<file path="src/eeprom_pkg.sv">
// Purpose: Shared constants and types of the serial EEPROM command block.
// Assumes: Opcodes arrive most significant bit first.
// Notes: Non-volatile status bits come up from a plain reset image.
`default_nettype none
package eeprom_pkg;
  localparam logic [7:0] OP_LATCH_SET = 8'h06;
  localparam logic [7:0] OP_LATCH_CLEAR = 8'h04;
  localparam logic [7:0] OP_STATUS_READ = 8'h05;
  localparam logic [7:0] OP_STATUS_WRITE = 8'h01;
  localparam logic [7:0] OP_ARRAY_READ = 8'h03;
  localparam logic [7:0] OP_ARRAY_WRITE = 8'h02;
  localparam logic [7:0] OP_AUX_READ = 8'h83;
  localparam logic [7:0] OP_AUX_WRITE = 8'h82;
  localparam int SB_DISABLE = 7;
  localparam int SB_PROT_HI = 3;
  localparam int SB_PROT_LO = 2;
  localparam int ADDR_W = 14;
  localparam int SEL_SERIAL = 9;
  localparam int SEL_LOCK = 10;
  localparam logic [13:0] PROT_QUARTER = 14'h3000;
  localparam logic [13:0] PROT_HALF = 14'h2000;
  localparam logic [2:0] NV_RESET = 3'h0;
  localparam logic [2:0] UNUSED_BITS = 3'h0;
  localparam logic [2:0] LAST_BIT = 3'h7;
  localparam logic [6:0] ONE_BYTE = 7'h01;
  localparam logic [6:0] NO_BYTES = 7'h00;
  localparam logic [6:0] MAX_BYTES = 7'h7f;
  localparam int FIFO_WIDTH = 8;
  localparam int FIFO_DEPTH = 8;
  typedef enum logic [5:0] {
    ST_IDLE = 6'h01, ST_OPCODE = 6'h02, ST_ADDR = 6'h04,
    ST_WDATA = 6'h08, ST_RDOUT = 6'h10, ST_WAIT = 6'h20
  } spi_state_t;
  typedef enum logic [1:0] {
    REG_ARRAY = 2'h0, REG_ID = 2'h1, REG_LOCK = 2'h2, REG_SERIAL = 2'h3
  } region_t;
  typedef enum logic [1:0] {
    WK_STATUS = 2'h0, WK_ARRAY = 2'h1, WK_AUX = 2'h2
  } write_kind_t;
endpackage : eeprom_pkg
`default_nettype wire

</file>
<file path="src/spi_eeprom_command_status.sv">
// Functional notes
// - Bytes arrive MSB first, opcode first.
// - Unknown opcode ignores bus until deselect.
// - Opcode 06 sets the write enable latch.
// - Opcode 04 clears the write enable latch.
// - Opcode 05 streams status byte repeatedly.
// - Opcode 01 writes one status byte.
// - Opcodes 03/02 read/write array, two-byte address.
// - Opcodes 83/82 serve ID, lock, serial.
// - Address bits pick ID, lock, serial; opcodes 03/02 pick array.
// - Latch clears at reset, clear, write completion.
// - Status reads allowed during write cycle.
// - Busy bit shows active write cycle.
// - Latch low rejects array and status writes.
// - Protect bits change only by status write.
// - Disable bit plus low pin locks status.
// - Deselect starts cycle; bits update after it.
// - Busy during status cycle; latch cleared after.
// - Bits b6..b4 read zero, b1/b0 untouched.
// - Protect mode follows later event, pin leaves.
// - Sample input on rising, shift out falling.
// - Read address increments and wraps to zero.
// - Deselect ends read, output released.
// - Protect pair selects protected array range.
// - Execute only when deselected at byte boundary.
// - Array read ignored during write cycle.
// Purpose: Command decoder, status and protection logic of a serial EEPROM.
// Assumes: Array read data is valid the cycle after array_rd_req.
// Notes: Serial pins are sampled by sys_clk through two flip-flops.
`timescale 1ns/1ns
`default_nettype none

module byte_fifo #(
  parameter int WIDTH = 8,
  parameter int DEPTH = 8
) (
  input wire logic clk,
  input wire logic rst,
  input wire logic flush,
  input wire logic [WIDTH-1:0] in_data,
  input wire logic in_valid,
  output logic in_ready,
  output logic [WIDTH-1:0] out_data,
  output logic out_valid,
  input wire logic out_ready
);
  localparam int PW = $clog2(DEPTH);
  logic [WIDTH-1:0] mem [DEPTH];
  logic [PW-1:0] wr_ptr;
  logic [PW-1:0] rd_ptr;
  logic [PW:0] count;
  logic push;
  logic pop;
  assign in_ready = count != (PW+1)'(DEPTH);
  assign out_valid = count != '0;
  assign out_data = mem[rd_ptr];
  assign push = in_valid && in_ready;
  assign pop = out_valid && out_ready;
  always_ff @(posedge clk) begin
    if (push) begin
      mem[wr_ptr] <= in_data;
    end
  end
  always_ff @(posedge clk) begin
    if (rst || flush) begin
      wr_ptr <= '0;
      rd_ptr <= '0;
      count <= '0;
    end else begin
      if (push) begin
        wr_ptr <= (wr_ptr == PW'(DEPTH - 1)) ? '0 : wr_ptr + 1'b1;
      end
      if (pop) begin
        rd_ptr <= (rd_ptr == PW'(DEPTH - 1)) ? '0 : rd_ptr + 1'b1;
      end
      count <= count + (PW+1)'(push) - (PW+1)'(pop);
    end
  end
endmodule : byte_fifo

module spi_eeprom_command_status #(
  parameter int WRITE_CYCLES = 1000
) (
  input wire logic sys_clk,
  input wire logic rst,
  input wire logic sel_n,
  input wire logic sck,
  input wire logic mosi,
  input wire logic wp_n,
  output logic miso,
  output logic miso_oe,
  output logic [13:0] array_rd_addr,
  output logic array_rd_req,
  input wire logic [7:0] array_rd_data,
  output logic [13:0] array_wr_addr,
  output logic [7:0] array_wr_data,
  output logic array_wr_valid,
  input wire logic array_wr_ready,
  output logic [1:0] aux_region,
  output logic [7:0] status_register
);

  function automatic logic prot_hit(input logic [1:0] bp, input logic [13:0] a);
    case (bp)
      2'h1: prot_hit = a >= eeprom_pkg::PROT_QUARTER;
      2'h2: prot_hit = a >= eeprom_pkg::PROT_HALF;
      2'h3: prot_hit = 1'b1;
      default: prot_hit = 1'b0;
    endcase
  endfunction : prot_hit

  function automatic eeprom_pkg::region_t region_of(input logic [15:0] a);
    if (a[eeprom_pkg::SEL_SERIAL]) begin
      region_of = eeprom_pkg::REG_SERIAL;
    end else if (a[eeprom_pkg::SEL_LOCK]) begin
      region_of = eeprom_pkg::REG_LOCK;
    end else begin
      region_of = eeprom_pkg::REG_ID;
    end
  endfunction : region_of

  logic sel_s1, sel_s2, sel_q;
  logic sck_s1, sck_s2, sck_q;
  logic mosi_s1, mosi_s2, wp_s1, wp_s2;
  eeprom_pkg::spi_state_t state;
  logic [2:0] bit_cnt;
  logic [6:0] shift_in;
  logic [7:0] opcode;
  logic [7:0] addr_hi;
  logic addr_cnt;
  logic [6:0] nbytes;
  logic overflow;
  logic write_enable_latch, busy;
  eeprom_pkg::write_kind_t kind;
  logic [31:0] cyc_cnt;
  logic status_write_disable;
  logic [1:0] bp;
  logic [2:0] pend;
  logic [7:0] out_shift;
  logic rd_pend;
  logic fifo_in_ready;
  logic fifo_out_valid;

  logic sck_rise, sck_fall, sel_fall, cs_rise, byte_done;
  logic [7:0] rx_byte;
  logic addr_done, boundary_ok, hw_protect_mode;
  logic exec_set, exec_clear, start_status, start_mem, start_aux;
  logic start_any, cycle_done, push, flush;

  // Every serial pin passes two flip-flops before any logic sees it.
  always_ff @(posedge sys_clk) begin
    if (rst) begin
      {sel_s1, sel_s2, sel_q} <= 3'h7;
      {sck_s1, sck_s2, sck_q} <= 3'h0;
      {mosi_s1, mosi_s2, wp_s1, wp_s2} <= 4'hf;
    end else begin
      {sel_s1, sel_s2, sel_q} <= {sel_n, sel_s1, sel_s2};
      {sck_s1, sck_s2, sck_q} <= {sck, sck_s1, sck_s2};
      {mosi_s1, mosi_s2, wp_s1, wp_s2} <= {mosi, mosi_s1, wp_n, wp_s1};
    end
  end

  assign sck_rise = sck_s2 && !sck_q && !sel_s2;
  assign sck_fall = !sck_s2 && sck_q && !sel_s2;
  assign sel_fall = sel_q && !sel_s2;
  assign cs_rise = sel_s2 && !sel_q;
  assign rx_byte = {shift_in, mosi_s2};
  assign byte_done = sck_rise && bit_cnt == eeprom_pkg::LAST_BIT &&
                     state != eeprom_pkg::ST_IDLE && state != eeprom_pkg::ST_WAIT;
  assign addr_done = byte_done && state == eeprom_pkg::ST_ADDR && addr_cnt;
  assign hw_protect_mode = status_write_disable && !wp_s2;
  assign status_register = {status_write_disable, eeprom_pkg::UNUSED_BITS, bp, write_enable_latch, busy};

  // Commands run only when select rises on a byte boundary.
  assign boundary_ok = cs_rise && bit_cnt == '0 && state == eeprom_pkg::ST_WDATA;
  assign exec_set = boundary_ok && opcode == eeprom_pkg::OP_LATCH_SET &&
                    nbytes == eeprom_pkg::NO_BYTES;
  assign exec_clear = boundary_ok && opcode == eeprom_pkg::OP_LATCH_CLEAR &&
                      nbytes == eeprom_pkg::NO_BYTES;
  assign start_status = boundary_ok && opcode == eeprom_pkg::OP_STATUS_WRITE &&
                        nbytes == eeprom_pkg::ONE_BYTE && write_enable_latch && !busy &&
                        !hw_protect_mode;
  assign start_mem = boundary_ok && opcode == eeprom_pkg::OP_ARRAY_WRITE &&
                     nbytes != eeprom_pkg::NO_BYTES && write_enable_latch && !busy && !overflow &&
                     !prot_hit(bp, array_wr_addr);
  assign start_aux = boundary_ok && opcode == eeprom_pkg::OP_AUX_WRITE &&
                     nbytes != eeprom_pkg::NO_BYTES && write_enable_latch && !busy;
  assign start_any = start_status || start_mem || start_aux;
  assign cycle_done = busy && cyc_cnt == '0;

  // Frame sequencer: opcode, address, data and read-out phases.
  always_ff @(posedge sys_clk) begin
    if (rst || sel_s2) begin
      state <= eeprom_pkg::ST_IDLE;
      bit_cnt <= '0;
      addr_cnt <= 1'b0;
      nbytes <= eeprom_pkg::NO_BYTES;
    end else if (sel_fall) begin
      state <= eeprom_pkg::ST_OPCODE;
      bit_cnt <= '0;
      addr_cnt <= 1'b0;
      nbytes <= eeprom_pkg::NO_BYTES;
    end else if (sck_rise && state != eeprom_pkg::ST_WAIT) begin
      bit_cnt <= bit_cnt + 1'b1;
      if (byte_done) begin
        case (state)
          eeprom_pkg::ST_OPCODE: begin
            case (rx_byte)
              eeprom_pkg::OP_LATCH_SET, eeprom_pkg::OP_LATCH_CLEAR,
              eeprom_pkg::OP_STATUS_WRITE: state <= eeprom_pkg::ST_WDATA;
              eeprom_pkg::OP_STATUS_READ: state <= eeprom_pkg::ST_RDOUT;
              eeprom_pkg::OP_ARRAY_READ, eeprom_pkg::OP_ARRAY_WRITE,
              eeprom_pkg::OP_AUX_READ, eeprom_pkg::OP_AUX_WRITE:
                state <= eeprom_pkg::ST_ADDR;
              default: state <= eeprom_pkg::ST_WAIT;
            endcase
          end
          eeprom_pkg::ST_ADDR: begin
            addr_cnt <= 1'b1;
            if (addr_cnt) begin
              if (opcode == eeprom_pkg::OP_ARRAY_WRITE || opcode == eeprom_pkg::OP_AUX_WRITE) begin
                state <= eeprom_pkg::ST_WDATA;
              end else if (busy) begin
                state <= eeprom_pkg::ST_WAIT;
              end else begin
                state <= eeprom_pkg::ST_RDOUT;
              end
            end
          end
          eeprom_pkg::ST_WDATA: begin
            if (nbytes != eeprom_pkg::MAX_BYTES) begin
              nbytes <= nbytes + 1'b1;
            end
          end
          eeprom_pkg::ST_RDOUT: state <= eeprom_pkg::ST_RDOUT;
          default: state <= eeprom_pkg::ST_WAIT;
        endcase
      end
    end
  end

  always_ff @(posedge sys_clk) begin
    if (rst) begin
      shift_in <= '0;
      opcode <= '0;
      addr_hi <= '0;
      aux_region <= eeprom_pkg::REG_ARRAY;
      array_wr_addr <= '0;
    end else if (sck_rise) begin
      shift_in <= rx_byte[6:0];
      if (byte_done && state == eeprom_pkg::ST_OPCODE) begin
        opcode <= rx_byte;
      end
      if (byte_done && state == eeprom_pkg::ST_ADDR && !addr_cnt) begin
        addr_hi <= rx_byte;
      end
      if (addr_done) begin
        array_wr_addr <= {addr_hi[5:0], rx_byte};
        aux_region <= (opcode[7]) ? region_of({addr_hi, rx_byte}) : eeprom_pkg::REG_ARRAY;
      end
    end
  end

  // Write enable latch; a set arriving with a clear wins.
  always_ff @(posedge sys_clk) begin
    if (rst) begin
      write_enable_latch <= 1'b0;
    end else if (exec_set) begin
      write_enable_latch <= 1'b1;
    end else if (exec_clear || cycle_done) begin
      write_enable_latch <= 1'b0;
    end
  end

  // Self-timed write cycle.
  always_ff @(posedge sys_clk) begin
    if (rst) begin
      busy <= 1'b0;
      cyc_cnt <= '0;
      kind <= eeprom_pkg::WK_STATUS;
    end else if (start_any) begin
      busy <= 1'b1;
      cyc_cnt <= 32'(WRITE_CYCLES - 1);
      kind <= start_status ? eeprom_pkg::WK_STATUS :
              start_mem ? eeprom_pkg::WK_ARRAY : eeprom_pkg::WK_AUX;
    end else if (busy) begin
      if (cycle_done) begin
        busy <= 1'b0;
      end else begin
        cyc_cnt <= cyc_cnt - 1'b1;
      end
    end
  end

  // Non-volatile bits take their new value only at the end of the cycle.
  always_ff @(posedge sys_clk) begin
    if (rst) begin
      {status_write_disable, bp} <= eeprom_pkg::NV_RESET;
      pend <= eeprom_pkg::NV_RESET;
    end else begin
      // Only a status write frame outside a cycle may stage new bits.
      if (byte_done && state == eeprom_pkg::ST_WDATA && !busy &&
          opcode == eeprom_pkg::OP_STATUS_WRITE) begin
        pend <= {rx_byte[eeprom_pkg::SB_DISABLE], rx_byte[eeprom_pkg::SB_PROT_HI],
                 rx_byte[eeprom_pkg::SB_PROT_LO]};
      end
      if (cycle_done && kind == eeprom_pkg::WK_STATUS) begin
        {status_write_disable, bp} <= pend;
      end
    end
  end

  // Array read address walks forward and wraps past the top.
  always_ff @(posedge sys_clk) begin
    if (rst) begin
      array_rd_addr <= '0;
      array_rd_req <= 1'b0;
      rd_pend <= 1'b0;
    end else begin
      rd_pend <= array_rd_req;
      array_rd_req <= 1'b0;
      if (addr_done && opcode == eeprom_pkg::OP_ARRAY_READ && !busy) begin
        array_rd_addr <= {addr_hi[5:0], rx_byte};
        array_rd_req <= 1'b1;
      end else if (byte_done && state == eeprom_pkg::ST_RDOUT &&
                   opcode == eeprom_pkg::OP_ARRAY_READ) begin
        array_rd_addr <= array_rd_addr + 1'b1;
        array_rd_req <= 1'b1;
      end
    end
  end

  // Output shifter changes on the falling serial clock edge.
  always_ff @(posedge sys_clk) begin
    if (rst) begin
      out_shift <= '0;
      miso <= 1'b0;
    end else if (rd_pend) begin
      out_shift <= array_rd_data;
    end else if (byte_done && state == eeprom_pkg::ST_OPCODE) begin
      out_shift <= (rx_byte == eeprom_pkg::OP_STATUS_READ) ? status_register : 8'h00;
    end else if (byte_done && state == eeprom_pkg::ST_RDOUT &&
                 opcode == eeprom_pkg::OP_STATUS_READ) begin
      out_shift <= status_register;
    end else if (addr_done && opcode == eeprom_pkg::OP_AUX_READ) begin
      out_shift <= 8'h00;
    end else if (sck_fall && state == eeprom_pkg::ST_RDOUT) begin
      miso <= out_shift[7];
      out_shift <= {out_shift[6:0], 1'b0};
    end
  end

  assign miso_oe = !sel_s2 && state == eeprom_pkg::ST_RDOUT;

  // Write data bytes wait in the FIFO until the array cycle drains them.
  assign push = byte_done && state == eeprom_pkg::ST_WDATA &&
                opcode == eeprom_pkg::OP_ARRAY_WRITE && !busy;
  assign flush = (cs_rise && !start_mem) || cycle_done;
  assign array_wr_valid = fifo_out_valid && busy && kind == eeprom_pkg::WK_ARRAY;

  always_ff @(posedge sys_clk) begin
    if (rst || sel_fall) begin
      overflow <= 1'b0;
    end else if (push && !fifo_in_ready) begin
      overflow <= 1'b1;
    end
  end

  byte_fifo #(.WIDTH(eeprom_pkg::FIFO_WIDTH), .DEPTH(eeprom_pkg::FIFO_DEPTH)) u_fifo (
    .clk(sys_clk),
    .rst(rst),
    .flush(flush),
    .in_data(rx_byte),
    .in_valid(push),
    .in_ready(fifo_in_ready),
    .out_data(array_wr_data),
    .out_valid(fifo_out_valid),
    .out_ready(array_wr_ready && busy && kind == eeprom_pkg::WK_ARRAY)
  );
endmodule : spi_eeprom_command_status
`default_nettype wire

</file>
<file path="config.mk">
export PLATFORM = sky130hd
export DESIGN_NAME = spi_eeprom_command_status
export DESIGN_NICKNAME = d
export VERILOG_FILES = /design/src/eeprom_pkg.sv /design/src/spi_eeprom_command_status.sv
export SDC_FILE = /design/constraint.sdc
export NUM_CORES = 1
export LEC_CHECK = 0
export ABC_CLOCK_PERIOD_IN_PS = 6400
export BUFFER_PORTS_ARGS = -buffer_cell sky130_fd_sc_hd__buf_2
export CORE_ASPECT_RATIO = 0.9
export CORE_MARGIN = 2
export CORE_UTILIZATION = 53
export DETAILED_ROUTE_END_ITERATION = 7
export PLACE_DENSITY = 0.79
export SLEW_MARGIN = 20
export SYNTH_ARGS = -nofsm -noshare
export SYNTH_HDL_FRONTEND = slang
export SYNTH_SLANG_ARGS = --single-unit
</file>
<file path="constraint.sdc">
create_clock -name sys_clk -period 6.4 [get_ports sys_clk]
set_clock_uncertainty 0.05 [all_clocks]
set_input_delay 0.64 -clock sys_clk [delete_from_list [all_inputs] [get_ports sys_clk]]
set_output_delay 0.64 -clock sys_clk [all_outputs]
set_load 0.1 [all_outputs]
</file>
# After elaboration in Yosys (flattened, before gate mapping)
# Memories as Yosys holds them, arrays and structs flattened. A register that Yosys moved wholly into a read port is not among the register bits.
# Index checks and enable logic that the tools add are counted.
[classes] n_lt_le_gt_ge=2 bitwise=6 mux=38 eq_ne=36 reduce_logical=105 n_addsub=8
[ops] operator="logical AND 1 bit" count=59
[ops] operator="== test 8 x 3 -> 1 bit (second input constant)" count=6
[ops] operator="two-way mux 8 bit" count=6
[ops] operator="== test 8 x 2 -> 1 bit (second input constant)" count=4
[ops] operator="== test 8 bit (second input constant)" count=4
[ops] operator="zero test 32 bit" count=1
[ops] operator="subtractor 32 x 1 -> 32 bit (second input constant)" count=1
[ops] operator="two-way mux 10 bit" count=3
[ops] operator=">= comparator 14 bit (second input constant)" count=2
[ops] operator="two-way mux 14 bit" count=2
[ops] operator="one-hot mux 6 bit (4 select lines)" count=1
[ops] operator="two-way mux 6 bit" count=3
[ops] operator="one-hot mux 6 bit (3 select lines)" count=1
[ops] operator="== test 8 x 1 -> 1 bit (second input constant)" count=2
[ops] operator="two-way mux 2 bit" count=8
[ops] operator="adder 14 x 1 -> 14 bit (second input constant)" count=1
[ops] operator="zero test 1 bit" count=12
[ops] operator="two-way mux 3 bit" count=4
[ops] operator="AND reduction 4 bit" count=3
[ops] operator="AND reduction 2 bit" count=5
[ops] operator="nonzero test 2 bit" count=5
[ops] operator="adder 3 x 1 -> 3 bit (second input constant)" count=3
[ops] operator="== test 3 bit (second input constant)" count=3
[ops] operator="two-way mux 1 bit" count=9
[ops] operator="other kinds (30)" count=47
[totals] mem_bits_rw=64 elab_cells=233 ff_bits=142 inputBits=15 mem_count=1 out_inout_bits=50
[memory_table] memory="u_fifo.mem" depth=8 word_bits=8 rd=1 rd_clocked_by_memory_dff=1 wr=1 line="spi_eeprom_command_status.sv:48" source="logic [WIDTH-1:0] mem [DEPTH];"

# Logic depth before layout (Yosys ltp)
# Gate-level depths: netlist (run 1).
[depth] depth_word=15 depth_mapped=12

# Hierarchy
# Synthesis (run 1) repeated with hierarchy kept, for this count alone.
[hier_totals] cells_unflattened=874 hier_area_um2=9261.4
[by_module_without_submodules] mod="spi_eeprom_command_status" area_each_um2=6092.1 n_inst=1 cells_per_inst=702 seq_area_each_um2=2642.5
[by_module_without_submodules] mod="byte_fifo" area_each_um2=3169.3 n_inst=1 cells_per_inst=172 seq_area_each_um2=2182.1

# Worst setup path after synthesis (run 1)
# No wires, ideal clock.
[synth_path] path_type="reg2reg" start="reg u_fifo.count[1]" end="reg u_fifo.count[2]" setup_slack_ns=1.556 period_less_slack_ns=4.844 arrival_time_ns=4.658 n_path_buf=0 path_stages_with_launch=12 setup_ns=0.137 path_cell_list="dfxtp_1 -> inv_1 -> a311oi_1 -> nand2_1 -> inv_1 -> ha_1 -> inv_1 -> ha_1 -> inv_1 -> fa_1 -> xor2_1 -> nor2_1"
[synth_between] word_cells_on_any_way=6 classes_between="2 x add/sub; 1 x eq/ne; 3 x reduce/logical"
[synth_lines] element="from (decl)" line="spi_eeprom_command_status.sv:51" source="logic [PW:0] count;"
[synth_lines] element="from (signal assigned)" line="spi_eeprom_command_status.sv:76" source="count <= count + (PW+1)'(push) - (PW+1)'(pop);"
[synth_lines] element="nonzero test 4 bit" line="spi_eeprom_command_status.sv:55" source="assign out_valid = count != '0;"
[synth_lines] element="logical AND 1 bit" line="spi_eeprom_command_status.sv:58" source="assign pop = out_valid && out_ready;"
[synth_lines] element="net u_fifo.pop" line="spi_eeprom_command_status.sv:53" source="logic pop;"
[synth_lines] element="subtractor 4 x 1 -> 4 bit" line="spi_eeprom_command_status.sv:76"
# The timed path passes the listed nets, and every way through them passes these cells.
# A chain may end at the register's enable or synchronous reset.

# Worst setup path in the final report (run 1)
[layout_path] start="reg state[0]" end="out miso_oe"
[layout_between] elab_chain_len=2
[layout_lines] element="from (decl)" line="spi_eeprom_command_status.sv:125" source="eeprom_pkg::spi_state_t state;"
[layout_lines] element="from (signal assigned)" line="spi_eeprom_command_status.sv:194" source="state <= eeprom_pkg::ST_IDLE;"
[layout_lines] element="from (signal assigned)" line="spi_eeprom_command_status.sv:199" source="state <= eeprom_pkg::ST_OPCODE;"
[layout_lines] element="from (signal assigned)" line="spi_eeprom_command_status.sv:210" source="eeprom_pkg::OP_STATUS_WRITE: state <= eeprom_pkg::ST_WDATA;"
[layout_lines] element="== test 6 x 5 -> 1 bit" line="spi_eeprom_command_status.sv:353" source="assign miso_oe = !sel_s2 && state == eeprom_pkg::ST_RDOUT;"
[layout_lines] element="logical AND 1 bit" line="spi_eeprom_command_status.sv:353"
[layout_lines] element="to (decl)" line="spi_eeprom_command_status.sv:91" source="output logic miso_oe,"
# No other way between the ends.

==> flow_metrics.py, run 1 <==
metrics = {
    "clock_network": {
        "post_cts_buffers": 0,
        "cts.clk_slew.worst_paths_ps": 60,
        "cts_buffer_depth": 3,
        "htreeDepth": 1,
        "cts_root_buf": "clkbuf_16",
        "cts_buffers": 21,
        "ctsHoldBuffers": 0,
        "clk_latency_ps": 500,
        "cts.sink_count": 209,
        "cts_tree": "built",
        "cts_resized": 0,
    },
    "floorplan": {
        "core.rowCount": 46,
        "io_pins": 65,
        "die_w_um": 144,
        "die_area_sq_mm": 0.0188,
        "core-area_sq_mm": 0.0175,
        "fp.dieH_um": 130,
        "start_util": 0.537,
    },
    "timing": {
        "drv_slew": 0,
        "fin_setup_tns_ps": 0,
        "fin_crit_sh": 0.505,
        "final_hold_viol_count": 0,
        "worst_slack_ps": 3170,
        "whs_ps": 269,
        "rsz0062_at_grt": "no",
        "fmax_mhz": 309,
        "slew_headroom": 0.342,
        "final-setup-viol-count": 0,
        "worst_pin_slew_ps": 984,
        "fin_crit_ps": 3230,
    },
    "layout": {
        "nFillCells": 1459,
        "drive_gt1_frac": 0.164,
        "fin_nets": 984,
        "n_antenna_cell": 0,
        "final_area_sq_mm": 0.0106,
        "register_area_sq_mm": 0.00483,
        "areaGrowthSynthToFinish_pct": 12.2,
        "layout_commonest_cell": "dfxtp_1",
        "layout_common_cells": "dfxtp_1, nand2_1, nor2_1, edfxtp_1, buf_2",
        "multi_input_area_sq_mm": 0.00426,
        "fin_util": 0.603,
    },
    "grt": {
        "grt_max_degree": 83,
        "grt_use_total": 0.238,
        "overflow": 0,
        "grt_pass1_vias": 7073,
        "grt_pass1_wl_um": 35900,
        "antenna_found_initial": 0,
    },
    "critical_path": {
        "path_max_fanout": 10,
        "crit_required_ps": 5710,
        "crit_path_start_kind": "flip-flop",
        "end_kind": "primary output",
        "path_class": "reg2out",
        "critPathArrivalTime_ps": 2540,
    },
    "synthesis": {
        "ys_seq_area_frac": 0.513,
        "synthXorXnorAreaFrac": 0.0205,
        "yosys_warnings": 0,
        "synth_edf_count": 64,
        "synthAdderAreaFrac": 0.0261,
        "synth_compound_area_frac": 0.134,
        "synth_flop_cell": "dfxtp_1",
        "synthCells": 909,
        "synthArstFlopShare": 0,
        "synth.mux.area_fraction": 0.0746,
        "postSynthRegisterBits": 209,
        "synthDistinctLibCells": 81,
        "synth_top_family_by_area": "simple AND/OR/NAND/NOR gates",
        "synth-simple-area-share": 0.195,
        "syn-cell-area_sq_mm": 0.00940,
        "synth.avg_cell_area_sq_um": 10.3,
    },
    "run_status": {
        "outcome": "finished clean",
    },
    "place": {
        "gp_congestion": 0.865,
        "hpwl_um": 14800,
        "port_buffers": 61,
        "pre_cts_ws_ps": 3120,
        "placed_area_sq_mm": 0.00986,
    },
    "power_and_ir_drop": {
        "power_leakage_nw": 3.74,
        "ir_worst_vdd_v": 0.000183,
        "powerDensity_mw_per_mm2": 248,
    },
    "min_path": {
        "min_path_type": "in2reg",
    },
    "drt": {
        "dr.first_iter.drc_count": 642,
        "firstDrtPassIters": 5,
        "vias_per_cell": 6.07,
        "routedWlPerCell_um": 18.4,
        "wl_um": 22200,
        "routed-via-count": 7311,
        "drc": 0,
        "ant_nets": 0,
    },
    "flow_run": {
        "maxCapViolCount": 0,
    },
}
==> area by class of cell <==
class | instances | area share
tap | 240 | 0.0285
sequential | 209 | 0.457
multi-input combinational | 621 | 0.404
clock inverter | 9 | 0.00759
inverter | 27 | 0.00960
clock buffer | 29 | 0.0575
timing repair buffer | 70 | 0.0356
==> per-stage QoR <==
step / std cells / total power [mW]
floorplan: 911 / 1.42
global placement: 1167 / 1.43
detailed placement: 1167 / 1.43
CTS: 1205 / 2.63
global route: 1205 / 2.68
finish: 1205 / 2.62
==> power by group <==
group | total (mW) | switching (mW) | internal, mW | leakage (nW)
clock network | 1.22 | 0.509 | 0.707 | 0.340
logic | 0.0361 | 0.0274 | 0.00868 | 1.64
registers | 1.36 | 0.00383 | 1.36 | 1.76
total | 2.62 | 0.540 | 2.08 | 3.74
==> sequential cells by signal, indices dropped and copies added, names as in the netlist, 2 cells and up, named ones only <==
name,flops
u_fifo.wr_ptr,3
nbytes,7
bit_cnt,3
u_fifo.rd_ptr,3
u_fifo.count,4
u_fifo.mem,64
array_rd_addr,14
pend,3
state,6
kind,2
addr_hi,6
cyc_cnt,32
array_wr_addr,14
shift_in,7
aux_region,2
bp,2
opcode,8
out_shift,8
==> path summary, 6_finish.rpt <==
check             startpoint               end  slack, ps  depth (start not counted)
setup reg to reg    state[0]  u_fifo.mem[2][1]       3230                          6
hold reg to reg        wp_s1             wp_s2        360                          1
setup / recovery    state[0]           miso_oe       3170                          4
hold / removal         sel_n            sel_s1        270                          2
==> cells by family after synthesis <==
kind of cell	Yosys count
compound gates	184
xor+xnor	22
fa+ha+maj	19
buf+inv	81
flops	209
mux	49
other cells	1
simple gates	344
==> synthesized netlist by cell type (all sizes together), types with 4 or more instances <==
cell | n | share of area
dfxtp | 145 | 0.31
nand2 | 71 | 0.028
nor2 | 67 | 0.027
edfxtp | 64 | 0.20
a21oi | 55 | 0.029
clkbuf | 44 | 0.018
nand3 | 31 | 0.016
nor3 | 29 | 0.016
inv | 26 | 0.010
mux2i | 24 | 0.026
nor4 | 22 | 0.015
a211oi | 21 | 0.017
o21ai | 21 | 0.011
or4 | 19 | 0.016
ha | 18 | 0.024
or3 | 18 | 0.012
mux4 | 16 | 0.038
or2 | 16 | 0.011
nand2b | 14 | 0.0093
xor2 | 13 | 0.012
nand4 | 12 | 0.0080
a31oi | 10 | 0.0067
and3 | 10 | 0.0067
buf | 10 | 0.0073
o31ai | 10 | 0.0080
mux2 | 9 | 0.011
nor2b | 9 | 0.0060
xnor2 | 9 | 0.0084
a21o | 5 | 0.0040
a311oi | 5 | 0.0047
nand3b | 5 | 0.0040
o22ai | 5 | 0.0033
a221o | 4 | 0.0043
a32o | 4 | 0.0043
and4 | 4 | 0.0037
nor3b | 4 | 0.0037
o311ai | 4 | 0.0037
==> metal layers <==
| layer | vias to the layer above | track usage | routed length (um) |
|---|---|---|---|
| met1 | 3525 | 0.335 | 9860 |
| met5 | - | 0 | 0 |
| met3 | 39 | 0.0335 | 1440 |
| li1 | 3484 | - | - |
| met4 | 0 | 0.0685 | 493 |
| met2 | 263 | 0.388 | 10400 |
==> worst max-delay path, stage by stage (launching register included) <==
cell,delay (ps)
dfxtp_1,340
or4_1,720
or2_2,440
nor2_1,110
buf_2,440
Note: power is estimated with default switching activity, not from simulation.
==> run 2: changes to the inputs <==
--- a/config.mk
+++ b/config.mk
@@ -5,13 +5,13 @@
 export SDC_FILE = /design/constraint.sdc
 export NUM_CORES = 1
 export LEC_CHECK = 0
-export ABC_CLOCK_PERIOD_IN_PS = 6400
+export ABC_CLOCK_PERIOD_IN_PS = 2900
 export BUFFER_PORTS_ARGS = -buffer_cell sky130_fd_sc_hd__buf_2
 export CORE_ASPECT_RATIO = 0.9
 export CORE_MARGIN = 2
 export CORE_UTILIZATION = 53
 export DETAILED_ROUTE_END_ITERATION = 7
-export PLACE_DENSITY = 0.79
+export PLACE_DENSITY = 0.82
 export SLEW_MARGIN = 20
 export SYNTH_ARGS = -nofsm -noshare
 export SYNTH_HDL_FRONTEND = slang
==> constraint.sdc (replaced) <==
create_clock -name sys_clk -period 2.9 [get_ports sys_clk]
set_clock_uncertainty 0.05 [all_clocks]
set_input_delay 0.29 -clock sys_clk [delete_from_list [all_inputs] [get_ports sys_clk]]
set_output_delay 0.29 -clock sys_clk [all_outputs]
set_load 0.1 [all_outputs]
==> run 2 against run 1 <==
Non-clock buffer count up 46; core utilization increased by 2.7 points; total power grew 130%; combinational power rose to 2.7 times the previous value; wire length rose by 2.1%; cell count rose by 4.0%; count of clock-buffer cells in the layout up 5.
==> flow_metrics.py, run 2 (same netlist as run 1, synthesis figures left out) <==
metrics = {
    "clock_network": {
        "cts_buffers": 22,
        "cts_buffer_depth": 3,
        "cts_root_buf": "clkbuf_16",
        "htreeDepth": 1,
        "cts_tree": "built",
        "clk_latency_ps": 500,
        "cts.sink_count": 209,
        "cts.clk_slew.worst_paths_ps": 60,
    },
    "floorplan": {
        "core-area_sq_mm": 0.0175,
        "core.rowCount": 46,
        "die_w_um": 144,
        "start_util": 0.537,
        "io_pins": 65,
        "fp.dieH_um": 130,
        "die_area_sq_mm": 0.0188,
    },
    "critical_path": {
        "rrSetupSlack_ps": 160,
        "crit_required_ps": 2560,
        "path_class": "reg2out",
        "end_kind": "primary output",
        "reg2reg_from": "cyc_cnt[23]",
        "crit_path_start_kind": "flip-flop",
        "crit_start": "state[0]",
        "path_max_fanout": 9,
        "critPathArrivalTime_ps": 2490,
    },
    "layout": {
        "regMostFlops": "u_fifo.mem",
        "fin_nets": 1031,
        "largest_reg_flops": 64,
        "drive_gt1_frac": 0.207,
        "areaGrowthSynthToFinish_pct": 17.3,
        "nFillCells": 1417,
        "reg_top3": "u_fifo.mem x64, cyc_cnt x32",
        "n_antenna_cell": 0,
        "layout_commonest_cell": "dfxtp_1",
        "layout_common_cells": "dfxtp_1, nand2_1, nor2_1, edfxtp_1, buf_2",
    },
    "run_status": {
        "outcome": "finished clean",
    },
    "grt": {
        "grt_pass1_vias": 6973,
        "overflow": 0,
        "antenna_found_initial": 0,
        "grt_use_total": 0.237,
        "grt_max_degree": 52,
        "grt_pass1_wl_um": 35900,
    },
    "timing": {
        "final-setup-viol-count": 0,
        "rsz0062_at_grt": "no",
        "fin_setup_tns_ps": 0,
        "final_hold_viol_count": 0,
        "drv_slew": 0,
        "fmax_mhz": 353,
        "fin_crit_ps": 2830,
        "worst_pin_slew_ps": 689,
        "fin_crit_sh": 0.977,
        "slew_headroom": 0.540,
    },
    "min_path": {
        "min_path_type": "in2reg",
        "hold_start": "array_rd_data[0]",
    },
    "drt": {
        "routed-via-count": 7528,
        "drc": 0,
        "firstDrtPassIters": 5,
        "vias_per_cell": 6.01,
        "wl_um": 22600,
        "ant_nets": 0,
        "dr.first_iter.drc_count": 591,
        "routedWlPerCell_um": 18.1,
    },
    "power_and_ir_drop": {
        "ir_worst_vdd_v": 0.000499,
        "powerDensity_mw_per_mm2": 536,
        "power_mw": 5.92,
        "power_leakage_nw": 3.98,
    },
    "place": {
        "gp_congestion": 1.00,
        "hpwl_um": 15900,
        "port_buffers": 61,
    },
    "flow_run": {
        "maxCapViolCount": 0,
    },
}
[run 2: changes by cell type in the layout (fill, tap and decap cells not counted), moves of 2 or more]
cell,before,now
buf_4,10,49
ha_4,0,2
clkbuf_1,4,8
nor2_2,0,2
dlygate4sd3_1,0,7
ha_1,18,15
inv_2,0,3
clkinv_2,5,3
inv_1,26,23
nor2_1,67,65
[run 2: per-layer routing]
| metal | part of all wire | track usage |
|---|---|---|
| met2 | 0.46 | 0.381 |
| met4 | 0.019 | 0.0577 |
| met5 | 0 | 0 |
| met1 | 0.44 | 0.332 |
| met3 | 0.078 | 0.0510 |
[run 2: path summary, 6_finish.rpt]
| check | end | depth (start not counted) |
|---|---|---|
| setup / recovery | miso_oe | 5 |
| hold / removal | out_shift[0] | 3 |
| setup reg to reg | cyc_cnt[13] | 5 |
| hold reg to reg | mosi_s2 | 1 |
[run 2: layout make-up]
class	instances	area, sq um	share of cell area
clock inverter	6	91.3	0.00828
sequential	209	4830	0.437
inverter	27	101	0.00918
clock buffer	34	636	0.0576
timing repair buffer	116	741	0.0671
tap	240	300	0.0272
multi-input combinational	621	4340	0.393
[run 2: where the power goes]
group	internal (mW)	leakage, nW	switching (mW)
Clock	1.69	0.356	1.12
Sequential	3.00	1.76	0.00370
Combinational	0.0297	1.86	0.0688
[run 2: what timing repair did]
| item | CTS | global route |
|---|---|---|
| setup buffers | 0 | 0 |
| hold endpoints to repair | 7 | 0 |
| gates resized for setup | 0 | 3 |
| hold buffers | 7 | 0 |
| endpoints found under the setup margin | 0 | 3 |
[run 2: worst max-delay path, stage by stage (launching register included)]
cell and delay [ps]:
dfxtp_1 330, or4_1 570, buf_4 190, or2_2 360, nor2_2 170, clkbuf_4 370
[run 2: through the flow]
| stage | instance area, sq um | setup slack (ps) | utilization | cells | hold slack [ps] |
|---|---|---|---|---|---|
| global route | 11000 | 5.47 | 0.631 | 1253 | 48.0 |
| finish | 11000 | 67.0 | 0.631 | 1253 | 48.4 |
| detailed placement | 10200 | 179 | 0.584 | 1206 | 351 |
| CTS | 11000 | 14.0 | 0.630 | 1253 | 29.4 |
| global placement | 10200 | 218 | 0.584 | 1206 | 349 |
| floorplan | 9480 | -7.89 | - | 911 | 339 |
==> run 3: changes to the inputs <==
==> constraint.sdc (replaced) <==
create_clock -name sys_clk -period 2.9 [get_ports sys_clk]
set_clock_uncertainty 0.05 [all_clocks]
set_input_delay 0.58 -clock sys_clk [delete_from_list [all_inputs] [get_ports sys_clk]]
set_output_delay 0.58 -clock sys_clk [all_outputs]
set_load 0.1 [all_outputs]
==> run 3 against run 2 <==
Total power fell by 3.3%; clock power fell by 6%; wire length fell by 0.57%; combinational power fell by 7.7%; flip-flop and latch count did not move; core utilization fell by 0.26 points; register-to-register slack barely moved; worst hold slack improved by 160 ps; critical path type unchanged; largest power group unchanged; highest routed layer unchanged.
==> flow_metrics.py, run 3 (same netlist as run 1, synthesis figures left out) <==
metrics = {
    "run_status": {
        "outcome": "finished clean",
    },
    "critical_path": {
        "critPathArrivalTime_ps": 2260,
        "end_kind": "primary output",
        "crit_start": "state[5]",
        "reg2reg_from": "cyc_cnt[23]",
        "path_class": "reg2out",
        "crit_required_ps": 2270,
        "timing.rr.end": "cyc_cnt[13]",
        "rrSetupSlack_ps": 160,
        "reg2regPathDepth": 5,
        "path_max_fanout": 6,
        "crit_path_start_kind": "flip-flop",
        "cp-endpoint": "miso_oe",
    },
    "floorplan": {
        "die_w_um": 144,
        "core.rowCount": 46,
        "io_pins": 65,
        "fp.dieH_um": 130,
        "core-area_sq_mm": 0.0175,
        "start_util": 0.537,
        "die_area_sq_mm": 0.0188,
    },
    "timing": {
        "fmax_mhz": 347,
        "worst_slack_ps": 14.9,
        "slew_headroom": 0.559,
        "fin_setup_tns_ps": 0,
        "drv_slew": 0,
        "final-setup-viol-count": 0,
        "final_hold_viol_count": 0,
        "rsz0062_at_grt": "yes",
        "fin_crit_sh": 0.995,
        "fin_crit_ps": 2890,
        "worst_pin_slew_ps": 645,
    },
    "clock_network": {
        "cts.sink_count": 209,
        "clk_latency_ps": 500,
        "cts.clk_slew.worst_paths_ps": 60,
        "cts_buffer_depth": 3,
        "cts_root_buf": "clkbuf_16",
        "cts_buffers": 21,
        "cts_tree": "built",
        "htreeDepth": 1,
    },
    "place": {
        "gp_congestion": 0.927,
        "pre_cts_ws_ps": 170,
        "hpwl_um": 15900,
        "place_inst": 1208,
        "port_buffers": 61,
    },
    "layout": {
        "n_antenna_cell": 0,
        "regMostFlops": "u_fifo.mem",
        "layout_commonest_cell": "dfxtp_1",
        "fin_nets": 1030,
        "fin_cells": 1251,
        "largest_reg_flops": 64,
        "reg_top3": "u_fifo.mem x64, cyc_cnt x32",
        "areaGrowthSynthToFinish_pct": 16.9,
        "layout_common_cells": "dfxtp_1, nand2_1, nor2_1, edfxtp_1, buf_2",
        "drive_gt1_frac": 0.210,
    },
    "min_path": {
        "min_path_type": "in2reg",
        "hold_start": "mosi",
        "whs_path_depth": 2,
    },
    "flow_run": {
        "maxCapViolCount": 0,
    },
    "drt": {
        "dr.first_iter.drc_count": 611,
        "routed-via-count": 7481,
        "ant_nets": 0,
        "wl_um": 22500,
        "routedWlPerCell_um": 18.0,
        "vias_per_cell": 5.98,
        "drc": 0,
        "firstDrtPassIters": 5,
    },
    "power_and_ir_drop": {
        "p_sw_frac": 0.203,
        "ir_worst_vdd_v": 0.000384,
        "clkPwrFrac": 0.459,
        "power_leakage_nw": 3.96,
        "powerDensity_mw_per_mm2": 521,
        "p_int_mw": 4.56,
        "power.switching_mw": 1.16,
        "seqPwrFrac": 0.525,
        "power_frac_comb": 0.016,
        "power_mw": 5.72,
    },
    "grt": {
        "grt_max_degree": 46,
        "overflow": 0,
        "grtUsageMet1": 0.336,
        "antenna_found_initial": 0,
        "grt_use_total": 0.240,
        "grt_pass1_vias": 7053,
        "grt_pass1_wl_um": 36100,
        "use_met3": 0.0477,
        "met2_usage": 0.387,
        "grt-busiest-layer": "met2",
    },
}
## run 3: cell types whose count changed in the layout (fill, tap and decap cells not counted), sizes merged
cell,before,now
clkbuf,35,28
dlygate4sd3,7,0
buf,108,114
clkinv,5,10
inv,26,27
## run 3: how the worst min path moves through the flow
stage / end / slack (ps)
after global placement: mosi_s2 / 350
after detailed placement: mosi_s2 / 350
after floorplan: mosi_s2 / 340
after CTS: mosi_s1 / 200
final: mosi_s1 / 210
after global routing: mosi_s1 / 200
## run 3: power groups by stage
stage	combinational, mW	sequential (mW)	clock [mW]
floorplan	0.0606	3.07	0
finish	0.0910	3.00	2.63
global placement	0.0893	3.07	0
CTS	0.0903	3.00	2.67
detailed placement	0.0899	3.07	0
global route	0.0972	3.00	2.77
## run 3: area by class of cell
type                    instances  area [sq um]
well taps                     240           300
clock buffers                  26           554
inverters                      27           101
repair buffers                116           761
multi-input cells             621          4340
clock inverters                12           106
flip-flops and latches        209          4830
fillers                      1421          6510
## run 3: what timing repair did
| action | CTS | global route |
|---|---|---|
| pin swaps | 0 | 2 |
| hold endpoints to repair | 0 | 0 |
| endpoints found under the setup margin | 9 | 11 |
| hold buffers | 0 | 0 |
| gates resized for setup | 3 | 4 |
| buffers inserted | 0 | 5 |
## run 3: layer usage
| metal | wire length [um] | up-vias |
|---|---|---|
| met1 | 10000 | 3560 |
| met4 | 465 | 0 |
| met3 | 1790 | 47 |
| met5 | 0 | - |
| li1 | - | 3594 |
| met2 | 10200 | 280 |
## run 3: metrics by stage
step	hold slack [ps]	util	cell area [sq um]
6_report	212	0.628	11000
5_1_grt	201	0.628	11000
2_1_floorplan	339	-	9480
3_3_place_gp	346	0.587	10300
3_5_place_dp	353	0.587	10300
4_1_cts	198	0.625	10900
## run 3: critical path, cell delays in order, from the launching register on
cell and delay [ps]:
dfxtp_1 360, or4_4 570, buf_4 180, or2_4 280, nor2_4 170, buf_12 190
